==> src/core/xcyc_defs.svh <==
// cycle counts, instruction lengths and widths for the extended instruction timer
`ifndef XCYC_DEFS_SVH
`define XCYC_DEFS_SVH

// widths of the count and length results and of the repeat count
`define XT_CYC_W 8
`define XT_WORDS_W 3
`define XT_REP_W 5

// extended double-operand, register source
`define XD_RR_CYC 8'h02
`define XD_RR_WORDS 3'h2
`define XD_RP_CYC 8'h04
`define XD_RP_WORDS 3'h2
`define XD_RM_BW_CYC 8'h05
`define XD_RM_A_CYC 8'h07
`define XD_RM_WORDS 3'h3
`define XD_REP_EXTRA 8'h01

// extended double-operand, indirect or autoincrement source
`define XD_IR_BW_CYC 8'h03
`define XD_IR_A_CYC 8'h04
`define XD_IP_BW_CYC 8'h05
`define XD_IP_A_CYC 8'h06
`define XD_IRP_WORDS 3'h2
`define XD_IM_BW_CYC 8'h06
`define XD_IM_A_CYC 8'h09
`define XD_IM_WORDS 3'h3

// extended double-operand, immediate source
`define XD_NR_CYC 8'h03
`define XD_NP_CYC 8'h04
`define XD_NRP_WORDS 3'h3
`define XD_NM_BW_CYC 8'h06
`define XD_NM_A_CYC 8'h08
`define XD_NM_WORDS 3'h4

// extended double-operand, indexed / symbolic / absolute source
`define XD_XR_BW_CYC 8'h04
`define XD_XR_A_CYC 8'h05
`define XD_XP_BW_CYC 8'h06
`define XD_XP_A_CYC 8'h07
`define XD_XRP_WORDS 3'h3
`define XD_XM_BW_CYC 8'h07
`define XD_XM_A_CYC 8'h0a
`define XD_XM_WORDS 3'h4

// shortening for move / bit-test / compare to memory and move / add / subtract to pc from immediate or indexed-type sources
`define XD_MEM_BW_TRIM 8'h01
`define XD_MEM_A_TRIM 8'h02
`define XD_PC_TRIM 8'h01

// 20-bit address instructions
`define XA_RR_CYC 8'h01
`define XA_RP_CYC 8'h03
`define XA_R_WORDS 3'h1
`define XA_RM_CYC 8'h04
`define XA_RM_WORDS 3'h2
`define XA_IR_CYC 8'h03
`define XA_IP_CYC 8'h05
`define XA_I_WORDS 3'h1
`define XA_NR_MOV_CYC 8'h02
`define XA_NR_ALU_CYC 8'h03
`define XA_NP_CYC 8'h03
`define XA_N_WORDS 3'h2
`define XA_XR_CYC 8'h04
`define XA_XP_CYC 8'h06
`define XA_X_WORDS 3'h2

`endif

==> src/core/xcyc_pkg.sv <==
// operand modes, widths, operation classes and sequencer states
package xcyc_pkg;
    typedef enum logic [0:0] {FMT_EXT_DOUBLE = 1'b0, FMT_ADDR = 1'b1} format_e;
    typedef enum logic [2:0] {
        SRC_REG = 3'b000, SRC_IND = 3'b001, SRC_AINC = 3'b010, SRC_IMM = 3'b011, SRC_MEM = 3'b100
    } src_mode_e;
    typedef enum logic [1:0] {DST_REG = 2'b00, DST_PC = 2'b01, DST_MEM = 2'b10} dst_mode_e;
    typedef enum logic [1:0] {WID_BYTE = 2'b00, WID_WORD = 2'b01, WID_ADDR = 2'b10} width_e;
    typedef enum logic [2:0] {
        OP_MOVE = 3'b000, OP_BIT = 3'b001, OP_CMP = 3'b010, OP_ADD = 3'b011,
        OP_SUB = 3'b100, OP_BRANCH = 3'b101, OP_OTHER = 3'b110
    } op_class_e;
    typedef enum logic [0:0] {ST_IDLE = 1'b0, ST_RUN = 1'b1} seq_state_e;
endpackage

==> src/core/ext_instr_timing.sv <==
// execution timer for extended double-operand and 20-bit address instructions
`timescale 1ns/1ps
`include "xcyc_defs.svh"

module ext_instr_timing
    import xcyc_pkg::*;
#(
    parameter int REP_W = `XT_REP_W
) (
    input wire logic CLK,
    input wire logic RST,
    input wire logic START,
    input wire format_e FORMAT,
    input wire src_mode_e SRC_MODE,
    input wire dst_mode_e DST_MODE,
    input wire width_e WIDTH,
    input wire op_class_e OP_CLASS,
    input wire logic [REP_W-1:0] REP_COUNT,
    output logic BUSY,
    output logic DONE,
    output logic ILLEGAL,
    output logic [`XT_CYC_W-1:0] CYCLES,
    output logic [`XT_WORDS_W-1:0] WORDS
);

    // ------------------------------------------------------------
    // lookup of the cycle count and length
    // ------------------------------------------------------------

    // the lookup is purely combinational on the descriptor inputs; they matter
    // only at the edge where START is taken, so nothing here is registered
    // until the sequencer accepts the request
    logic [`XT_CYC_W-1:0] lk_cyc;
    logic [`XT_WORDS_W-1:0] lk_words;
    logic lk_bad;
    logic is_wide;
    logic is_mbc;
    logic is_mas;
    logic is_mov;
    logic is_ind;

    // count depends on format, modes, width and repeat count; the op class trims it and picks the address immediate count
    always_comb begin
        is_wide = (WIDTH == WID_ADDR);
        is_mbc = (OP_CLASS == OP_MOVE) || (OP_CLASS == OP_BIT) || (OP_CLASS == OP_CMP);
        is_mas = (OP_CLASS == OP_MOVE) || (OP_CLASS == OP_ADD) || (OP_CLASS == OP_SUB);
        is_mov = (OP_CLASS == OP_MOVE) || (OP_CLASS == OP_BRANCH);
        is_ind = (SRC_MODE == SRC_IND) || (SRC_MODE == SRC_AINC);
        // defaults cover refused codes; the result is not used when lk_bad is set
        lk_cyc = `XD_RR_CYC;
        lk_words = `XD_RR_WORDS;
        lk_bad = 1'b0;
        if (FORMAT == FMT_EXT_DOUBLE) begin
            unique case (SRC_MODE)
                // register source: plain, repeated, pc or memory destination
                SRC_REG: begin
                    unique case (DST_MODE)
                        DST_REG: begin
                            // a repeat count of n above one gives n executions plus one
                            if (REP_COUNT > REP_W'(1)) begin
                                lk_cyc = `XT_CYC_W'(REP_COUNT) + `XD_REP_EXTRA;
                            end else begin
                                lk_cyc = `XD_RR_CYC;
                            end
                            lk_words = `XD_RR_WORDS;
                        end
                        DST_PC: begin
                            lk_cyc = `XD_RP_CYC;
                            lk_words = `XD_RP_WORDS;
                        end
                        default: begin
                            lk_cyc = is_wide ? `XD_RM_A_CYC : `XD_RM_BW_CYC;
                            lk_words = `XD_RM_WORDS;
                        end
                    endcase
                end
                // indirect and autoincrement sources fetch the operand first
                SRC_IND, SRC_AINC: begin
                    unique case (DST_MODE)
                        DST_REG: begin
                            lk_cyc = is_wide ? `XD_IR_A_CYC : `XD_IR_BW_CYC;
                            lk_words = `XD_IRP_WORDS;
                        end
                        DST_PC: begin
                            lk_cyc = is_wide ? `XD_IP_A_CYC : `XD_IP_BW_CYC;
                            lk_words = `XD_IRP_WORDS;
                        end
                        default: begin
                            lk_cyc = is_wide ? `XD_IM_A_CYC : `XD_IM_BW_CYC;
                            lk_words = `XD_IM_WORDS;
                        end
                    endcase
                end
                // immediate source carries one more word for the constant
                SRC_IMM: begin
                    unique case (DST_MODE)
                        DST_REG: begin
                            lk_cyc = `XD_NR_CYC;
                            lk_words = `XD_NRP_WORDS;
                        end
                        DST_PC: begin
                            lk_cyc = `XD_NP_CYC;
                            lk_words = `XD_NRP_WORDS;
                        end
                        default: begin
                            lk_cyc = is_wide ? `XD_NM_A_CYC : `XD_NM_BW_CYC;
                            lk_words = `XD_NM_WORDS;
                        end
                    endcase
                end
                // indexed, symbolic and absolute sources share one row
                default: begin
                    unique case (DST_MODE)
                        DST_REG: begin
                            lk_cyc = is_wide ? `XD_XR_A_CYC : `XD_XR_BW_CYC;
                            lk_words = `XD_XRP_WORDS;
                        end
                        DST_PC: begin
                            lk_cyc = is_wide ? `XD_XP_A_CYC : `XD_XP_BW_CYC;
                            lk_words = `XD_XRP_WORDS;
                        end
                        default: begin
                            lk_cyc = is_wide ? `XD_XM_A_CYC : `XD_XM_BW_CYC;
                            lk_words = `XD_XM_WORDS;
                        end
                    endcase
                end
            endcase

            // trims follow the base lookup; the repeated form never meets them
            // operations that skip the memory write-back or the pc refill
            if (DST_MODE == DST_MEM && is_mbc) begin
                if (is_wide) begin
                    lk_cyc = lk_cyc - `XD_MEM_A_TRIM;
                end else begin
                    lk_cyc = lk_cyc - `XD_MEM_BW_TRIM;
                end
            end
            if (DST_MODE == DST_PC && is_mas && (SRC_MODE == SRC_IMM || SRC_MODE == SRC_MEM)) begin
                lk_cyc = lk_cyc - `XD_PC_TRIM;
            end

            // an undefined destination code or width is refused
            if (DST_MODE != DST_REG && DST_MODE != DST_PC && DST_MODE != DST_MEM) begin
                lk_bad = 1'b1;
            end
            if (WIDTH != WID_BYTE && WIDTH != WID_WORD && WIDTH != WID_ADDR) begin
                lk_bad = 1'b1;
            end
        end else begin
            // address instructions: only move reaches memory; only move and branch reach indirect sources
            unique case (SRC_MODE)
                // register source: move, branch, compare, add or subtract to register or pc, only move to memory
                SRC_REG: begin
                    unique case (DST_MODE)
                        DST_REG: begin
                            lk_cyc = `XA_RR_CYC;
                            lk_words = `XA_R_WORDS;
                        end
                        DST_PC: begin
                            lk_cyc = `XA_RP_CYC;
                            lk_words = `XA_R_WORDS;
                        end
                        default: begin
                            lk_cyc = `XA_RM_CYC;
                            lk_words = `XA_RM_WORDS;
                            lk_bad = (OP_CLASS != OP_MOVE) || (DST_MODE != DST_MEM);
                        end
                    endcase
                end
                // indirect forms exist only for move and branch
                SRC_IND, SRC_AINC: begin
                    lk_cyc = (DST_MODE == DST_PC) ? `XA_IP_CYC : `XA_IR_CYC;
                    lk_words = `XA_I_WORDS;
                    lk_bad = !is_mov || (DST_MODE != DST_REG && DST_MODE != DST_PC);
                end
                // immediate form: move and branch skip the alu step to a register
                SRC_IMM: begin
                    if (DST_MODE == DST_PC) begin
                        lk_cyc = `XA_NP_CYC;
                    end else begin
                        lk_cyc = is_mov ? `XA_NR_MOV_CYC : `XA_NR_ALU_CYC;
                    end
                    lk_words = `XA_N_WORDS;
                    lk_bad = (DST_MODE != DST_REG && DST_MODE != DST_PC);
                end
                // indexed-type sources exist only for move and branch
                default: begin
                    lk_cyc = (DST_MODE == DST_PC) ? `XA_XP_CYC : `XA_XR_CYC;
                    lk_words = `XA_X_WORDS;
                    lk_bad = !is_mov || (DST_MODE != DST_REG && DST_MODE != DST_PC);
                end
            endcase

            // only register and immediate sources to a register or pc take compare/add/subtract
            if (!is_mov && (OP_CLASS != OP_CMP && OP_CLASS != OP_ADD && OP_CLASS != OP_SUB)) begin
                lk_bad = 1'b1;
            end
            if (is_ind && !is_mov) begin
                lk_bad = 1'b1;
            end
        end
    end

    // ------------------------------------------------------------
    // execution sequencer
    // ------------------------------------------------------------

    // busy stands for exactly the looked-up count; cycles and words stand
    // until the next accepted instruction, so a refusal leaves them alone
    seq_state_e state_ff, nxt_state;
    logic [`XT_CYC_W-1:0] remain_ff, nxt_remain;
    logic busy_ff, nxt_busy;
    logic done_ff, nxt_done;
    logic illegal_ff, nxt_illegal;
    logic [`XT_CYC_W-1:0] cycles_ff, nxt_cycles;
    logic [`XT_WORDS_W-1:0] words_ff, nxt_words;

    // one busy cycle per clock period of the instruction; done marks the last one
    always_comb begin
        nxt_state = state_ff;
        nxt_remain = remain_ff;
        nxt_busy = busy_ff;
        nxt_done = 1'b0;
        nxt_illegal = 1'b0;
        nxt_cycles = cycles_ff;
        nxt_words = words_ff;
        unique case (state_ff)
            // an accepted instruction loads its count; a refused one only pulses
            ST_IDLE: begin
                if (START) begin
                    if (lk_bad) begin
                        nxt_illegal = 1'b1; // refused, nothing runs
                    end else begin
                        nxt_state = ST_RUN;
                        nxt_remain = lk_cyc;
                        nxt_busy = 1'b1;
                        nxt_done = (lk_cyc == `XT_CYC_W'(1));
                        nxt_cycles = lk_cyc;
                        nxt_words = lk_words;
                    end
                end
            end
            // count down; the step before the last one raises done
            ST_RUN: begin
                nxt_remain = remain_ff - `XT_CYC_W'(1);
                nxt_done = (remain_ff == `XT_CYC_W'(2));
                if (remain_ff == `XT_CYC_W'(1)) begin
                    nxt_state = ST_IDLE;
                    nxt_busy = 1'b0;
                end
            end
        endcase
    end

    // sequencer registers
    always_ff @(posedge CLK) begin
        if (RST) begin
            state_ff <= ST_IDLE;
            remain_ff <= '0;
            busy_ff <= 1'b0;
            done_ff <= 1'b0;
            illegal_ff <= 1'b0;
            cycles_ff <= '0;
            words_ff <= '0;
        end else begin
            state_ff <= nxt_state;
            remain_ff <= nxt_remain;
            busy_ff <= nxt_busy;
            done_ff <= nxt_done;
            illegal_ff <= nxt_illegal;
            cycles_ff <= nxt_cycles;
            words_ff <= nxt_words;
        end
    end

    // a start seen while busy is dropped with no sign; the issuer must hold it
    // outputs straight from the registers
    assign BUSY = busy_ff;
    assign DONE = done_ff;
    assign ILLEGAL = illegal_ff;
    assign CYCLES = cycles_ff;
    assign WORDS = words_ff;

endmodule

==> config.mk <==
export PLATFORM = sky130hd
export DESIGN_NAME = ext_instr_timing
export DESIGN_NICKNAME = d
export VERILOG_FILES = /design/src/core/xcyc_pkg.sv /design/src/core/ext_instr_timing.sv
export VERILOG_INCLUDE_DIRS = /design/src /design/src/core
export SDC_FILE = /design/constraint.sdc
export NUM_CORES = 1
export LEC_CHECK = 0
export ABC_AREA = 1
export BUFFER_PORTS_ARGS = -buffer_cell sky130_fd_sc_hd__buf_2
export CORE_UTILIZATION = 50
export DETAILED_ROUTE_END_ITERATION = 7
export PLACE_DENSITY_LB_ADDON = 0.1
export SYNTH_ARGS = -nofsm -noshare
export SYNTH_HDL_FRONTEND = slang
export SYNTH_SLANG_ARGS = --single-unit
export TNS_END_PERCENT = 10
==> constraint.sdc <==
create_clock -name CLK -period 3.6 [get_ports CLK]
set_clock_uncertainty 0.1 [all_clocks]
set_input_delay 0.9 -clock CLK [delete_from_list [all_inputs] [get_ports CLK]]
set_output_delay 0.9 -clock CLK [all_outputs]
set_load 0.02 [all_outputs]
==> impl_metrics.ini <==
[sta]
hold_viol = 0
finalCritPeriodShare_pct = 88.2
relSlewSlack_pct = 71.4
hold_slack_ns = 0.341
fin_setup_tns_ns = 0
max_slew.worst_pin.slew_ns = 0.426
final-max-slew-violation-count = 0
period_minus_slack_ns = 3.18
rsz0062_at_grt = false
max_freq_mhz = 315
setup_viol = 0

[synthesis]
yosysWarnings = 0
ys_seq_elements = 23
syn-num-nets = 316
synth_area_leader_cell = dfxtp_1
synth_area_um2 = 1800
yosysSeqAreaShare_pct = 25.6
synthCells = 287
synthDistinctLibCells = 35
synth_area_leaders = dfxtp_1 26%, nand2_1 17%, nand3_1 7.5%, ha_1 7.0%, inv_1 6.1%
synth.avg_cell_area_um2 = 6.26
synth.top_cell.area_share_pct = 25.6

[die]
die_h_um = 61.9
num_rows = 21
start_util_pct = 53.0
dieArea_um2 = 3830
dieWidth_um = 61.9
core-area_um2 = 3390
num_io_pins = 33

[detailed_routing]
ant_nets = 0
drt_iter0_drc = 80
drtPass1Iterations = 4
drt-wirelength-per-cell_um = 11.7
vias_per_cell = 5.25
drc = 0
routed-via-count = 1911
drt-total-wl_um = 4240

[flow_run]
maxCapViolations = 0

[grt]
grt_max_degree = 21
grt_pass1_wl_um = 6640
antenna_found_initial = 0
grt.overflow.total = 0
grt_pass1_vias = 1513
grt.total_usage_pct = 23.4

[placed_design]
hpwl_um = 3380
gp_congestion = 0.891
port-buffer-count = 32
dpl.cell_count = 360

[setup_path]
cp.required_ns = 3.76
worst_setup_path_start_kind = primary input
rrSetupSlack_ns = 1.75
arrival_ns = 3.33
crit_type = in2reg
end_kind = flip-flop
worst-path-max-fanout = 5

[clock_network]
clock_path_buffers = 2
insertion_delay_ns = 0.31
clock_sinks = 23
post_cts_buffers = 0
postCtsHoldBufs = 0
htreeDepth = 1
cts_buffers = 3
cts_resized = 0
path_clk_slew_ns = 0.13
cts_root_buf = clkbuf_4
cts_tree = yes

[power_and_ir_drop]
peakVddDrop_v = 0.000253
intPower_w = 0.000381
leakage_nw = 1.01
powerDensity_nw_per_um2 = 294
p_sw_share_pct = 36.0
pwr-share-clk_pct = 20.1
pwr-share-comb_pct = 32.6
p_sw_w = 0.000215
power_frac_seq_pct = 47.3

[layout]
fill_cells = 333
antenna-diode-count = 0
drive_above_1_share_pct = 20.8
final_util_pct = 59.7
multi_input_area_um2 = 1180
final_cells = 364
fin_nets = 348
regArea_um2 = 460
syn_to_final_growth_pct = 12.8

[hold_path]
hold_class = reg2reg

[outcome]
status = complete, no violations
[synthesized netlist by cell type, drive strengths merged]
master and n:
o211ai 1, inv 35, dfxtp 23, o21bai 1
nand4 6, nand2 89, nor3 7, a31oi 7
ha 10, or2 5, clkinv 1, nand3 30
xnor2 1, o21ai 9, xor2 3, buf 1
or4 1, nor2 29, nor3b 1, clkbuf 5
o221ai 1, a21oi 19, o311ai 1, and3 1
[power by group through the flow]
| stage | combinational (W) | sequential (W) | clock [W] |
|---|---|---|---|
| 6_report | 0.000195 | 0.000282 | 0.000120 |
| 4_1_cts | 0.000194 | 0.000282 | 0.000123 |
| 5_1_grt | 0.000222 | 0.000284 | 0.000131 |
| 3_3_place_gp | 0.000191 | 0.000287 | 0 |
| 2_1_floorplan | 0.000135 | 0.000292 | 0 |
| 3_5_place_dp | 0.000193 | 0.000288 | 0 |
[logic make-up (layout without fill, tap and decap cells)]
group | count (synthesis) | in the layout | synth area share, %
simple gates | 169 | 169 | 44.1
buf+inv | 42 | 73 | 8.85
compound gates | 39 | 39 | 12.5
flops | 23 | 23 | 25.6
fa+ha+maj | 10 | 10 | 6.97
xor+xnor | 4 | 4 | 1.95
[registers in the layout, indices dropped and copies added, names as in the netlist]
register,flops
CYCLES,8
WORDS,3
ILLEGAL,1
BUSY,1
DONE,1
remain_ff,8
state_ff,1
[stage by stage]
| stage | area [µm²] | total power [W] | setup slack (ns) |
|---|---|---|---|
| finish | 2020 | 0.000596 | 0.425 |
| global route | 2020 | 0.000636 | 0.204 |
| floorplan | 1800 | 0.000427 | 0.427 |
| detailed placement | 2000 | 0.000481 | 0.113 |
| global placement | 2000 | 0.000478 | 0.146 |
| CTS | 2020 | 0.000600 | 0.445 |
[layer usage]
metal	global-route usage, %	part of all wire (%)	vias up
met5	0	0	-
met2	35.6	43	53
li1	-	-	1003
met3	3.93	4.9	4
met4	3.81	0.78	0
met1	34.9	51	851
[cell usage in the layout, fill, tap and decap left out, types with 6 or more instances in the layout]
master / count
inv_2: 6
buf_2: 32
a31oi_1: 7
nor2_1: 23
nor2_2: 6
nand2_1: 83
dfxtp_1: 23
nand3_1: 27
o21ai_0: 8
a21oi_1: 18
inv_1: 29
ha_1: 10
[worst max-delay path, stage by stage]
cell      delay, ns
buf_2          0.13
ha_1           0.18
o21bai_1       0.14
nand2_1        0.12
nand2_1        0.06
nand2_1        0.06
nand2_1        0.05
nand2_1        0.08
nand2_2        0.06
nand2_2        0.09
ha_1           0.23
or2_1          0.24
and3_1         0.18
ha_1           0.27
a21oi_1        0.06
nand2_1        0.10
nand3_1        0.07
nor2_1         0.11
nand3_1        0.10
a21oi_2        0.11
[final timing paths]
check,from,endpoint,cells after the start
worst max register to register,remain_ff[0],remain_ff[7],7
worst min-delay path,CYCLES[6],CYCLES[6],2
worst max-delay path,REP_COUNT[0],DONE,20
worst min register to register,CYCLES[6],CYCLES[6],2
[final cells by class]
cell class,instances,area share (%)
clock buffer,3,1.11
clock inverter,1,0.247
inverter,36,6.67
multi-input combinational,222,58.1
sequential,23,22.7
tap,46,2.84
timing repair buffer,33,8.28
Power figures use the tool's default switching activity.
